**src/hw/mcelog_defines.vh**
```
// Constants for the machine-check error code logger
`ifndef MCELOG_DEFINES_VH
`define MCELOG_DEFINES_VH
`define MCE_A_ID 12'h000
`define MCE_A_CR4 12'h004
`define MCE_A_CAP 12'h008
`define MCE_A_EVT 12'h00C
`define MCE_A_EXC 12'h010
`define MCE_A_CTL0 12'h040
`define MCE_A_STS0 12'h080
`define MCE_A_BANK_STEP 12'h004
`define MCE_A_WIN_MASK 12'hFC0
`define MCE_BANKS 4
`define MCE_BANK_W 2
`define MCE_ID_ARCH_BIT 14
`define MCE_ID_EXC_BIT 7
`define MCE_CR4_EN_BIT 6
`define MCE_CAP_FILT_BIT 11
`define MCE_CAP_CNT_W 8
`define MCE_CODE_F_BIT 12
`define MCE_VECTOR 8'h12
`define MCE_STS_VAL_BIT 31
`define MCE_STS_UC_BIT 30
`define MCE_STS_MS_LSB 16
`define MCE_POST_LIMIT 2'h2
`define MCE_CODE_NONE 16'h0000
`define MCE_CODE_UNCLASS 16'h0001
`define MCE_CODE_UCODE_PAR 16'h0002
`define MCE_CODE_EXT_INIT 16'h0003
`define MCE_CODE_REDUND 16'h0004
`define MCE_CODE_INT_PAR 16'h0005
`define MCE_CODE_SMM_RANGE 16'h0006
`define MCE_CODE_TIMER 16'h0400
`define MCE_CODE_IO 16'h0E0B
`define MCE_SRC_EXT 2'h1
`define MCE_SRC_CODE 2'h0
`endif

```
**src/hw/mcelog_bank.v**
```verilog
// One error-reporting bank: control word, status word, filter counter
`timescale 1ns/100ps
`default_nettype none
`include "mcelog_defines.vh"
module mcelog_bank (
    input wire hclk,
    input wire hresetn,
    input wire ctl_we,
    input wire sts_we,
    input wire [31:0] wdata,
    input wire err_hit,
    input wire [15:0] err_code,
    input wire [15:0] err_model,
    input wire err_uc,
    output wire [31:0] ctl_q,
    output wire [31:0] sts_q,
    output wire logged
);
    reg [31:0] ctl_r;
    reg [31:0] sts_r;
    reg [1:0] post_cnt_r;
    wire enabled;
    wire filt_ok;
    wire take;
    wire filt_last;

    assign enabled = |(ctl_r & ({31'h0, 1'b1} << err_code[4:0]));
    // Uncorrected events bypass the filter
    assign filt_ok = err_uc | (post_cnt_r < `MCE_POST_LIMIT); // RULE_21
    // Free bank only; a logged word is held until software writes it
    assign take = err_hit & enabled & filt_ok & ~sts_r[`MCE_STS_VAL_BIT]; // RULE_23
    assign filt_last = ~err_uc & (post_cnt_r == (`MCE_POST_LIMIT - 2'h1));
    assign logged = take;
    assign ctl_q = ctl_r;
    assign sts_q = sts_r;

    always @(posedge hclk or negedge hresetn) begin
        if (!hresetn) begin
            ctl_r <= 32'h0;
            sts_r <= 32'h0;
            post_cnt_r <= 2'h0;
        end else begin
            if (ctl_we) begin
                ctl_r <= wdata;
            end
            if (take) begin
                // Code, model code, valid flag; bit 12 marks filtering on
                sts_r <= {1'b1, err_uc, err_model[13:0], err_code[15:13],
                    filt_last, err_code[11:0]}; // RULE_08 RULE_09 RULE_19
            end else if (sts_we) begin
                sts_r <= wdata;
            end
            if (take & ~err_uc) begin
                post_cnt_r <= post_cnt_r + 2'h1; // RULE_20
            end else if (sts_we && wdata == 32'h0) begin
                post_cnt_r <= 2'h0;
            end
        end
    end
endmodule // mcelog_bank
`default_nettype wire

```
**src/hw/mcelog_top.v**
```verilog
// Machine-check error code logger with AHB-Lite register slave
//
// The implementer's own choices: the AHB-Lite register port and the placing of the registers.
`timescale 1ns/100ps
`default_nettype none
`include "mcelog_defines.vh"
// How it works
// (RULE_01) Identification word bit 14 shows error reporting, bit 7 the exception.
// (RULE_02) Software clears every bank status to zero after power-up.
// (RULE_03) Software reads bank count from capability count field.
// (RULE_04) Software writes all ones to bank controls; old family 6 skips bank 0.
// (RULE_05) Firmware zeroes status only after power-on reset; OS otherwise.
// (RULE_06) Exception is delivered on vector 18; handler installed first.
// (RULE_07) Exception raised only while control register four bit 6 is set.
// (RULE_08) On error, 16-bit code written to a bank status and valid set.
// (RULE_09) A 16-bit model-specific code may be written alongside; the bank keeps only its low 14 bits, in status bits 29:16.
// (RULE_10) Handler reads code only where the valid flag is set.
// (RULE_11) Error type comes from status bits 15:0 alone, not the bank.
// (RULE_12) All-zero code means no error reported to the bank.
// (RULE_13) Simple codes: unclassified, ROM parity, bus-init, redundancy, parity, range, timer, IO.
// (RULE_14) Internal unclassified is 0000 01 plus ten bits, one at least set.
// (RULE_15) Bus-init raises exception only if strapped on and enable set.
// (RULE_16) Compound forms for generic cache, TLB and cache hierarchy errors.
// (RULE_17) Memory controller and extended memory forms with transaction and channel.
// (RULE_18) Bus and interconnect form with participation, timeout, request, space, level.
// (RULE_19) Code bit 12 set when filtering activated for the line.
// (RULE_20) Capability bit 11 shows filtering; later repeat corrections are dropped.
// (RULE_21) Uncorrected events are always posted.
// (RULE_22) Software ignores the filtering bit for uncorrected errors.
// (RULE_23) Logged status stays until software writes it.
module mcelog_top (
    input wire hclk,
    input wire hresetn,
    input wire hsel,
    input wire [11:0] haddr,
    input wire [1:0] htrans,
    input wire hwrite,
    input wire [2:0] hsize,
    input wire [31:0] hwdata,
    input wire hready,
    output wire [31:0] hrdata,
    output wire hreadyout,
    output wire hresp,
    input wire err_valid,
    input wire [1:0] err_source,
    input wire [3:0] err_class,
    input wire [11:0] err_detail,
    input wire err_filtered_line,
    input wire err_uncorrected,
    input wire [15:0] err_model_code,
    input wire [1:0] err_bank,
    input wire external_bus_init,
    input wire bus_init_strap,
    output wire check_exception,
    output wire [7:0] check_exception_vector
);
    localparam ST_IDLE = 2'b01;
    localparam ST_DATA = 2'b10;

    reg [1:0] state_r;
    reg [11:0] addr_r;
    reg wr_r;
    reg [31:0] rdata_r;
    reg cr4_r;
    reg strap_r;
    reg strap_cap_r;
    reg strap_d1_r;
    reg strap_d2_r;
    reg exc_r;
    reg [15:0] last_code_r;
    reg bi_s1_r;
    reg bi_s2_r;
    reg bi_s3_r;
    reg ev_s1_r;
    reg ev_s2_r;
    reg [15:0] code_nxt;
    reg [31:0] rd_nxt;
    wire [31:0] id_word;
    wire [31:0] cap_word;
    wire bi_rise;
    wire err_any;
    wire [15:0] ev_code;
    wire [1:0] ev_bank;
    wire ev_uc;
    wire [`MCE_BANKS-1:0] bank_logged;
    wire [32*`MCE_BANKS-1:0] ctl_bus;
    wire [32*`MCE_BANKS-1:0] sts_bus;
    wire a_phase;
    wire w_ctl;
    wire w_sts;
    wire [`MCE_BANK_W-1:0] bank_idx;
    wire [11:0] win_base;
    wire exc_set;

    assign a_phase = hsel & hready & htrans[1];
    assign hreadyout = 1'b1;
    assign hresp = 1'b0;
    assign hrdata = rdata_r;

    // Identification flags
    assign id_word = ({31'h0, 1'b1} << `MCE_ID_ARCH_BIT) | ({31'h0, 1'b1} << `MCE_ID_EXC_BIT); // RULE_01
    // Count field and filtering support
    assign cap_word = ({31'h0, 1'b1} << `MCE_CAP_FILT_BIT) | `MCE_BANKS; // RULE_20

    // Bus-init pin synchroniser and edge
    assign bi_rise = bi_s2_r & ~bi_s3_r;
    assign err_any = err_valid | bi_rise;
    assign ev_code = code_nxt;
    assign ev_bank = bi_rise ? 2'h0 : err_bank;
    assign ev_uc = bi_rise | err_uncorrected;

    // Error code assembly; type depends on code alone, never on bank
    always @* begin // RULE_11
        code_nxt = `MCE_CODE_NONE; // RULE_12
        if (bi_rise) begin
            code_nxt = `MCE_CODE_EXT_INIT; // RULE_13
        end else if (err_source == `MCE_SRC_CODE) begin
            case (err_class)
                4'h1: code_nxt = `MCE_CODE_UNCLASS; // RULE_13
                4'h2: code_nxt = `MCE_CODE_UCODE_PAR;
                4'h3: code_nxt = `MCE_CODE_REDUND;
                4'h4: code_nxt = `MCE_CODE_INT_PAR;
                4'h5: code_nxt = `MCE_CODE_SMM_RANGE;
                4'h6: code_nxt = `MCE_CODE_TIMER;
                4'h7: code_nxt = `MCE_CODE_IO;
                // Internal unclassified, nonzero low ten bits forced
                4'h8: code_nxt = {6'b000001, (err_detail[9:0] == 10'h0) ? 10'h001 : err_detail[9:0]}; // RULE_14
                // Generic cache hierarchy
                4'h9: code_nxt = {3'b000, err_filtered_line, 10'b0000000011, err_detail[1:0]}; // RULE_16
                // TLB
                4'hA: code_nxt = {3'b000, err_filtered_line, 8'b00000001, err_detail[3:0]}; // RULE_16
                // Cache hierarchy
                4'hB: code_nxt = {3'b000, err_filtered_line, 4'b0001, err_detail[7:0]}; // RULE_16
                // Memory controller
                4'hC: code_nxt = {3'b000, err_filtered_line, 5'b00001, err_detail[6:0]}; // RULE_17
                // Extended memory
                4'hD: code_nxt = {3'b000, err_filtered_line, 5'b00101, err_detail[6:0]}; // RULE_17
                // Bus and interconnect
                4'hE: code_nxt = {3'b000, err_filtered_line, 1'b1, err_detail[10:0]}; // RULE_18
                default: code_nxt = `MCE_CODE_UNCLASS;
            endcase
        end
    end

    genvar gi;
    generate
        for (gi = 0; gi < `MCE_BANKS; gi = gi + 1) begin : g_bank
            mcelog_bank u_bank (
                .hclk(hclk),
                .hresetn(hresetn),
                .ctl_we(w_ctl && bank_idx == gi),
                .sts_we(w_sts && bank_idx == gi),
                .wdata(hwdata),
                .err_hit(err_any && ev_bank == gi),
                .err_code(ev_code),
                .err_model(err_model_code),
                .err_uc(ev_uc),
                .ctl_q(ctl_bus[32*gi +: 32]),
                .sts_q(sts_bus[32*gi +: 32]),
                .logged(bank_logged[gi])
            );
        end
    endgenerate

    assign win_base = addr_r & `MCE_A_WIN_MASK;
    assign bank_idx = addr_r[`MCE_BANK_W+1:2];
    assign w_ctl = (state_r == ST_DATA) & wr_r & (win_base == `MCE_A_CTL0);
    assign w_sts = (state_r == ST_DATA) & wr_r & (win_base == `MCE_A_STS0);

    // Bus-init needs strap and enable; other logged errors need enable and no bus-init edge in the same cycle
    assign exc_set = cr4_r & ((bi_rise & strap_cap_r) | (|bank_logged & ~bi_rise)); // RULE_07 RULE_15
    assign check_exception = exc_r;
    assign check_exception_vector = `MCE_VECTOR; // RULE_06

    // Read mux
    always @* begin
        rd_nxt = 32'h0;
        if (haddr == `MCE_A_ID) begin
            rd_nxt = id_word;
        end else if (haddr == `MCE_A_CR4) begin
            rd_nxt = {25'h0, cr4_r, 6'h0};
        end else if (haddr == `MCE_A_CAP) begin
            rd_nxt = cap_word;
        end else if (haddr == `MCE_A_EVT) begin
            rd_nxt = {15'h0, strap_cap_r, last_code_r};
        end else if (haddr == `MCE_A_EXC) begin
            rd_nxt = {31'h0, exc_r};
        end else if ((haddr & `MCE_A_WIN_MASK) == `MCE_A_CTL0 && haddr[5:4] == 2'h0) begin
            rd_nxt = ctl_bus[32*haddr[`MCE_BANK_W+1:2] +: 32];
        end else if ((haddr & `MCE_A_WIN_MASK) == `MCE_A_STS0 && haddr[5:4] == 2'h0) begin
            rd_nxt = sts_bus[32*haddr[`MCE_BANK_W+1:2] +: 32];
        end
    end

    always @(posedge hclk or negedge hresetn) begin
        if (!hresetn) begin
            state_r <= ST_IDLE;
            addr_r <= 12'h0;
            wr_r <= 1'b0;
            rdata_r <= 32'h0;
            cr4_r <= 1'b0;
            strap_r <= 1'b0;
            strap_cap_r <= 1'b0;
            strap_d1_r <= 1'b0;
            strap_d2_r <= 1'b0;
            exc_r <= 1'b0;
            last_code_r <= 16'h0;
            bi_s1_r <= 1'b0;
            bi_s2_r <= 1'b0;
            bi_s3_r <= 1'b0;
            ev_s1_r <= 1'b0;
            ev_s2_r <= 1'b0;
        end else begin
            bi_s1_r <= external_bus_init;
            bi_s2_r <= bi_s1_r;
            bi_s3_r <= bi_s2_r;
            ev_s1_r <= bus_init_strap;
            ev_s2_r <= ev_s1_r;
            // Strap caught once the synchroniser holds the pin level
            strap_d1_r <= 1'b1;
            strap_d2_r <= strap_d1_r;
            strap_r <= strap_d2_r;
            if (!strap_r) begin
                strap_cap_r <= ev_s2_r;
            end
            if (a_phase) begin
                state_r <= ST_DATA;
                addr_r <= haddr;
                wr_r <= hwrite;
                if (!hwrite) begin
                    rdata_r <= rd_nxt;
                end
            end else begin
                state_r <= ST_IDLE;
            end
            if (state_r == ST_DATA && wr_r && addr_r == `MCE_A_CR4) begin
                cr4_r <= hwdata[`MCE_CR4_EN_BIT]; // RULE_07
            end
            if (err_any) begin
                last_code_r <= ev_code;
            end
            // Set wins over software clear
            if (exc_set) begin
                exc_r <= 1'b1;
            end else if (state_r == ST_DATA && wr_r && addr_r == `MCE_A_EXC && hwdata[0]) begin
                exc_r <= 1'b0;
            end
        end
    end
endmodule // mcelog_top
`default_nettype wire

```
**config.mk**
```make
export PLATFORM = sky130hd
export DESIGN_NAME = mcelog_top
export DESIGN_NICKNAME = d
export VERILOG_FILES = /design/src/hw/mcelog_bank.v /design/src/hw/mcelog_top.v
export VERILOG_INCLUDE_DIRS = /design/src /design/src/hw
export SDC_FILE = /design/constraint.sdc
export NUM_CORES = 1
export LEC_CHECK = 0
export ABC_AREA = 0
export BUFFER_PORTS_ARGS = -buffer_cell sky130_fd_sc_hd__buf_2
export CAP_MARGIN = 20
export CORE_MARGIN = 4
export CORE_UTILIZATION = 40
export CTS_BUF_LIST = sky130_fd_sc_hd__clkbuf_2 sky130_fd_sc_hd__clkbuf_4 sky130_fd_sc_hd__clkbuf_8
export CTS_CLUSTER_DIAMETER = 100
export DETAILED_ROUTE_END_ITERATION = 16
export GPL_TIMING_DRIVEN = 0
export SETUP_SLACK_MARGIN = 0.3
export SLEW_MARGIN = 20
export SYNTH_ARGS = -nofsm -noshare
export SYNTH_HDL_FRONTEND = slang
export SYNTH_SLANG_ARGS = --single-unit
```
**constraint.sdc**
```tcl
create_clock -name hclk -period 4.2 [get_ports hclk]
set_clock_uncertainty 0.1 [all_clocks]
set_input_delay 0.21 -clock hclk [delete_from_list [all_inputs] [get_ports hclk]]
set_output_delay 0.21 -clock hclk [all_outputs]
set_load 0.01 [all_outputs]
```
Yosys cells after proc, flatten, opt, wreduce, memory -nomap -nowiden
Cells that the tools add are included.

Add/subtract/negate cells: 4. Multipliers: 0. Divide/modulo/power cells: 0. Magnitude comparators: 4. Eq/ne operators: 34. Shift-type cells: 3. Multiplexer cells: 31. Bitwise gates (word level): 48. Reduce and logical (&&, ||, !) cells: 44.

Operators by type and width (count): 32-bit 2-to-1 mux (15); 128-bit by 8-bit variable part select with 32-bit output (2); 13-bit case mux with 13 select lines (1); 32-bit AND (4); 32-bit OR reduction (4); 32-bit logical NOT (1); 16-bit 2-to-1 mux (2); 1-bit by 5-bit << shifter with 32-bit output (first input constant) (1); 1-bit AND (29); 4-bit == test (second input constant) (7); 12-bit by 3-bit == test with 1-bit output (second input constant) (2); 12-bit by 4-bit == test with 1-bit output (second input constant) (2); 12-bit by 5-bit == test with 1-bit output (second input constant) (2); 1-bit logical AND (22); 2-bit 2-to-1 mux (10); 2-bit nonzero test (9); 4-bit by 3-bit == test with 1-bit output (second input constant) (4); 2-bit by 1-bit == test with 1-bit output (second input constant) (6); 6-bit by 1-bit == test with 1-bit output (second input constant) (2); 6-bit by 2-bit == test with 1-bit output (second input constant) (2); 12-bit logical NOT (1); 2-bit == test (second input constant) (5); 10-bit logical NOT (1); 10-bit 2-to-1 mux (1); other kinds (9) (33).

Flip-flop bits (word level): 338. Bits in latches: 0. RAM bits: 0. Bits in read-only memories: 0. Output and inout bits: 43. Memories kept: 0.

Depth between registers and ports, before layout
Depth after elaboration: 16. Mapped depth: 17. Depth with buffers taken out: 11.

Modules after synthesis
From an unflattened synthesis, not the netlist that was laid out.

Cells, all modules: 1493. Area total of the unflattened synthesis: 19098.3 sq um.

By module, submodules not included: mcelog_bank (instances 4, cells an instance 249, area each 3445.8 sq um); mcelog_top (instances 1, cells an instance 497, area each 5315.1 sq um).

Worst setup path after synthesis
Ideal clock, no wire load.

Kind: input-to-reg. From: in err_class[0]. To: reg exc_r, in the netlist check_exception. Library setup time: 0.129 ns. Data arrival time: 3.070 ns. Data required time: 3.971 ns. Setup slack: 0.901 ns. Cell stages on the path: 12. Cell sequence: buf_2 > nor4b_2 > nand4_1 > a311oi_4 > mux2_2 > nand2_1 > o211ai_1 > or4_4 > o31ai_4 > nand2_1 > nor4b_1 > o21ai_1.

Longest elaborated chain between the ends: 15. Elaborated cells between the ends (all ways): 43.

RTL lines: start: declaration (line mcelog_top.v:46) `input wire [3:0] err_class,`; 4-bit == test, or another cell as far along (line mcelog_top.v:118) `case (err_class)`; 13-bit case mux with 13 select lines * (line mcelog_top.v:118); 16-bit 2-to-1 mux * (line mcelog_top.v:117) `` end else if (err_source == `MCE_SRC_CODE) begin ``; 16-bit 2-to-1 mux * (line mcelog_top.v:115) `if (bi_rise) begin`; 1-bit by 5-bit << shifter with 32-bit output * (line mcelog_bank.v:27) `assign enabled = |(ctl_r & ({31'h0, 1'b1} << err_code[4:0]));`; 32-bit AND (line mcelog_bank.v:27); 32-bit OR reduction (line mcelog_bank.v:27); 1-bit AND (3 in a row) (line mcelog_bank.v:31) `` assign take = err_hit & enabled & filt_ok & ~sts_r[`MCE_STS_VAL_BIT]; ``; 4-bit OR reduction * (line mcelog_top.v:171) `assign exc_set = cr4_r & ((bi_rise & strap_cap_r) | (|bank_logged & ~bi_rise));`; 1-bit AND * (line mcelog_top.v:171); 1-bit OR * (line mcelog_top.v:171); 1-bit AND * (line mcelog_top.v:171); 1-bit 2-to-1 mux / 2-bit nonzero test (equally long branches); end signal: assignment (line mcelog_top.v:206) `exc_r <= 1'b0;`; end signal: assignment (line mcelog_top.v:244) `exc_r <= 1'b1;`; end signal: assignment (line mcelog_top.v:246) `exc_r <= 1'b0;`; end: declaration (line mcelog_top.v:69) `reg exc_r;`.

Every way passes the cells marked *; elsewhere a longest branch is shown, timed or not. A chain may end at the register's enable or synchronous reset.

Worst setup path in the final report
From: in err_detail[6]. To: reg g_bank[1].u_bank.sts_r[19].

Longest elaborated chain between the ends: 12. Elaborated cells between the ends (all ways): 13.

RTL lines: start: declaration (line mcelog_top.v:47) `input wire [11:0] err_detail,`; 10-bit logical NOT * (line mcelog_top.v:127) `4'h8: code_nxt = {6'b000001, (err_detail[9:0] == 10'h0) ? 10'h001 : err_detail[9:0]};`; 10-bit 2-to-1 mux * (line mcelog_top.v:127); 13-bit case mux with 13 select lines * (line mcelog_top.v:118); 16-bit 2-to-1 mux * (line mcelog_top.v:117); 16-bit 2-to-1 mux * (line mcelog_top.v:115); 1-bit by 5-bit << shifter with 32-bit output * (line mcelog_bank.v:27); 32-bit AND * (line mcelog_bank.v:27); 32-bit OR reduction * (line mcelog_bank.v:27); 1-bit AND * (3 in a row) (line mcelog_bank.v:31); 32-bit 2-to-1 mux / 2-bit nonzero test (equally long branches); end signal: assignment (line mcelog_bank.v:48) `sts_r <= {1'b1, err_uc, err_model[13:0], err_code[15:13],`; end signal: assignment (line mcelog_bank.v:51) `sts_r <= wdata;`; end: declaration (line mcelog_bank.v:20) `reg [31:0] sts_r;`.

Marked as above.

==> summary.md <==
| Metric | Value |
|---|---|
| DP HPWL | `about 49 mm` |
| Clock latency on the worst-skew pair | `around 0.66 ns` |
| DRC | `0` |
| Port-buffer cells | `between 80 and 90` |
| Slew HR | `between 20% and 30%` |
| Largest family of logic cells by synthesized area | `multiplexers` |
| Nets | `~1900` |
| CTS Sinks | `about 340` |
| Tot GR Track Use | `roughly 28%` |
| Clk buf depth | `3` |
| Crit-path cells | `dlygate4sd3_1 -> buf_2 -> nor4_2 -> nand4_1 -> a311oi_4 -> buf_4 -> mux2i_1 -> o21ai_0 -> a311o_1 -> nor4_2 -> or4b_1 -> buf_2 -> buf_6 -> buf_2 -> a21oi_1` |
| CP bufs+invs | `6` |
| Pwr dens | `roughly 400 nW/um^2` |
| Vias | `roughly 15000` |
| DR WL/cell | `27.4 microns` |
| Measured slew at the worst slew-check pin | `approximately 1.1 ns` |
| Max frequency | `approximately 260 MHz` |
| Final Hold Fails | `0` |
| Area contributors post-synth | `dfrtp_1, mux2_2, mux4_2, mux2i_1, nand2_1` |
| Top-area cell type share of the netlist area | `~47%` |
| Worst-path maximum fanout | `10` |
| VDD IR max | `0.224 mV` |
| Period minus WS final | `roughly 3.8 ns` |
| Number of global-route vias before repair | `between 10000 and 15000` |
| Critical Path AT | `approximately 4.2 ns` |
| CTS Buf Count | `59` |
| Critical Path Max Stage Delay | `0.53 ns` |
| Maximum number of pins on one net before global-route repair | `85` |
| Die footprint | `between 40000 and 50000 sq um` |
| Syn-to-layout area delta | `18.2%` |
| RSZ-0062 raised after global routing | `no` |
| GPL Wtd Cong | `between 0.9 and 1` |
| Setup TNS | `0 ns` |
| Post-synthesis xor/xnor area fraction | `0.0493%` |
| Antenna violations before repair | `0` |
| Remaining antenna violation count | `0` |
| Setup CP Type | `in2reg` |
| Antenna diodes | `0` |
| CTS tree | `done` |
| Yosys reg bits | `around 340` |
| Initial core utilization | `40.8%` |
| Rows | `76` |
| Fin. max-slew vios | `0` |
| Mux share of post-synthesis cell area | `a little under a quarter` |
| Synthesized area per cell | `~11 sq um` |
| Via density | `~6.0` |
| DR iter-0 viols | `around 1600` |
| Drt pass-1 iters | `9` |
| FF+latch area | `between 8000 and 9000 sq um` |
| Outcome | `completed` |
| Overflow after GRT | `0` |
| # IOs | `roughly 140` |
| Post-synth EDFFs | `0` |
| Syn Inst Count | `roughly 1600` |
| Post-Synth Simple-Gate Area | `11.5%` |
| Final wirelength | `between 60 and 70 mm` |
| Layout cells sized above 1 | `28.1%` |
| Final setup violation count | `0` |
| Hold crit path type | `in2reg` |
| Cell family with most CP delay | `buffers and inverters` |
| Yosys cell types | `82` |
| Max-Cap Viols | `0` |
| Mapped cell area | `~18000 sq um` |
| Clk slew on worst S/H paths | `roughly 0.060 ns` |
| Worst setup EP type | `flop` |
| CP most frequent cell | `buf_2` |
| Sequential fraction of the synthesis area | `a little under half` |
| Crit start category | `input pin` |
| Crit share post-route | `approximately nine tenths` |
| Yosys top cell by area | `dfrtp_1` |
| Ys Warns | `0` |
| Ys flop type | `dfrtp_1` |
| Clk root buf | `clkbuf_8` |
| Fill cells | `4050` |
| Die W | `~220 microns` |
| H-tree levels | `2` |
| Worst EP required | `~4.6 ns` |
| First-pass GRT wire length | `approximately 98 mm` |
| Core area | `~44000 sq um` |
| Final core utilization | `between 40 and 50%` |
| Multi-input gate area | `slightly below 9000 sq um` |
| Post-Synth Adder-Cell Area | `less than 1%` |
| Die Height | `approximately 220 microns` |
| Pleak | `roughly 0.0094 uW` |
| Complex-gate fraction of the synthesized area | `12.9%` |
| CP max-delay cell | `dlygate4sd3_1` |
| Asr flop ratio synth | `100%` |
[through the flow]
step                cell area, sq um  cells  total power, uW  worst slack (ns)  hold slack (ns)
finish                         21000   2456             8490             0.364           0.0261
global route                   21000   2456             8840             0.280           0.0228
CTS                            20900   2454             8490             0.302         0.000473
detailed placement             19100   2294             5330            -0.624         -0.00316
global placement               19000   2289             5250             -3.79            0.221
floorplan                      17800   1621             4810             0.901           -0.186
[worst paths after layout]
check	startpoint	endpoint	slack, ns	cells past startpoint
min	hwdata[29]	g_bank[3].u_bank.sts_q[29]	0.03	3
max	err_detail[6]	g_bank[1].u_bank.sts_q[19]	0.36	15
max in group asynchronous	hresetn	hrdata[25]	2.20	6
min reg2reg	strap_d2_r	strap_r	0.25	0
max reg2reg	bi_s3_r	check_exception	0.46	12
min in group asynchronous	hresetn	hrdata[7]	0.56	4
[report_power, final]
group / internal, uW / switching [uW]
logic: 698 / 735
registers: 3650 / 272
clock network: 1760 / 1370
total: 6120 / 2380
[area by class of cell]
| class | instances | area share [%] |
|---|---|---|
| Timing Repair Buffer | 151 | 5.64 |
| Clock inverter | 6 | 0.292 |
| Clock buffer | 93 | 5.44 |
| Sequential cell | 335 | 39.9 |
| Tap cell | 585 | 3.48 |
| Inverter | 13 | 0.232 |
| Buffer | 155 | 3.51 |
| Multi-Input combinational cell | 1118 | 41.5 |
[tightest hold or removal path, stage by stage]
cell      delay (ns)
clkbuf_1        0.29
nand2_1         0.14
a31oi_1         0.08
[layer usage]
metal  vias to the layer above  share of wire (%)  global-route usage, %
met1                      7570                 41                   37.2
met5                         -                  0                      0
li1                       6333                  -                      -
met4                         0                3.8                   9.42
met3                       165                8.3                   5.97
met2                       761                 47                   45.0
[cell families (layout without fill, tap and decap cells)]
| logic type | Yosys count | in the layout |
|---|---|---|
| simple gates | 440 | 440 |
| compound gates | 342 | 342 |
| flops | 335 | 335 |
| mux | 320 | 320 |
| buf+inv | 168 | 418 |
| fa+ha+maj | 4 | 4 |
| other cells | 2 | 11 |
| xor+xnor | 1 | 1 |
[placed cells by master, fill, tap and decap left out, types with 5 or more instances in the layout]
cell | netlist | routed
dfrtp_1 | 334 | 334
nand2_1 | 204 | 204
mux2_2 | 178 | 178
buf_2 | 24 | 103
nor2_1 | 93 | 92
o21ai_0 | 88 | 88
a21oi_1 | 80 | 79
mux2i_1 | 78 | 78
clkbuf_1 | 79 | 72
clkbuf_8 | 0 | 71
mux4_2 | 64 | 64
dlygate4sd3_1 | 0 | 58
a22o_1 | 53 | 53
nand3_1 | 30 | 30
clkbuf_4 | 0 | 27
a31oi_1 | 27 | 27
buf_1 | 28 | 24
buf_4 | 20 | 23
and3_1 | 15 | 15
nor4_1 | 15 | 14
inv_1 | 12 | 12
nor2b_1 | 12 | 12
o21ai_1 | 12 | 11
conb_1 | 2 | 11
clkbuf_2 | 1 | 10
nand4_1 | 10 | 10
nor3_1 | 10 | 9
a221oi_1 | 9 | 9
o211ai_1 | 8 | 8
nand2b_1 | 6 | 6
o22ai_1 | 6 | 6
a22oi_1 | 6 | 6
or2_2 | 5 | 5
or3_1 | 5 | 5
a21boi_1 | 5 | 5
a32oi_1 | 5 | 5
[sequential cells by signal, indices dropped and copies added, names as in the netlist]
name / cells
last_code_r: 13
check_exception: 1
hrdata: 32
g_bank.u_bank.post_cnt_r: 8
ev_s1_r: 1
bi_s3_r: 1
g_bank.u_bank.ctl_q: 128
state_r: 2
addr_r: 12
strap_d1_r: 1
g_bank.u_bank.sts_q: 128
strap_r: 1
cr4_r: 1
bi_s1_r: 1
ev_s2_r: 1
strap_d2_r: 1
strap_cap_r: 1
bi_s2_r: 1
wr_r: 1
[synth_stat cells, types with 4 or more instances]
cell / instances
ha_1: 4
inv_1: 12
nand2_1: 204
and3_1: 15
nand2b_1: 6
mux2i_1: 78
nor3b_1: 5
or3_1: 5
mux4_2: 64
a31oi_1: 27
nor3_1: 10
buf_4: 20
a21boi_1: 5
mux2_2: 178
nor4_1: 15
a222oi_1: 4
o22ai_1: 6
buf_1: 28
a22oi_1: 6
or2_2: 5
nor2b_1: 12
o211ai_1: 8
a21oi_1: 80
dfrtp_1: 334
clkbuf_1: 79
o21ai_0: 88
nand3_1: 30
nor2_1: 93
buf_2: 24
a22o_1: 53
nand4_1: 10
a32oi_1: 5
and2_1: 4
a221oi_1: 9
o21ai_1: 12
[timing repair]
item                                   in CTS  in global routing
gates resized for setup                     6                 18
buffers inserted                            2                  0
pin swaps                                   1                  1
setup endpoints to repair                  58                 78
hold buffers                               59                  0
endpoints found under the hold margin     317                  0
Power figures use the tool's default switching activity.
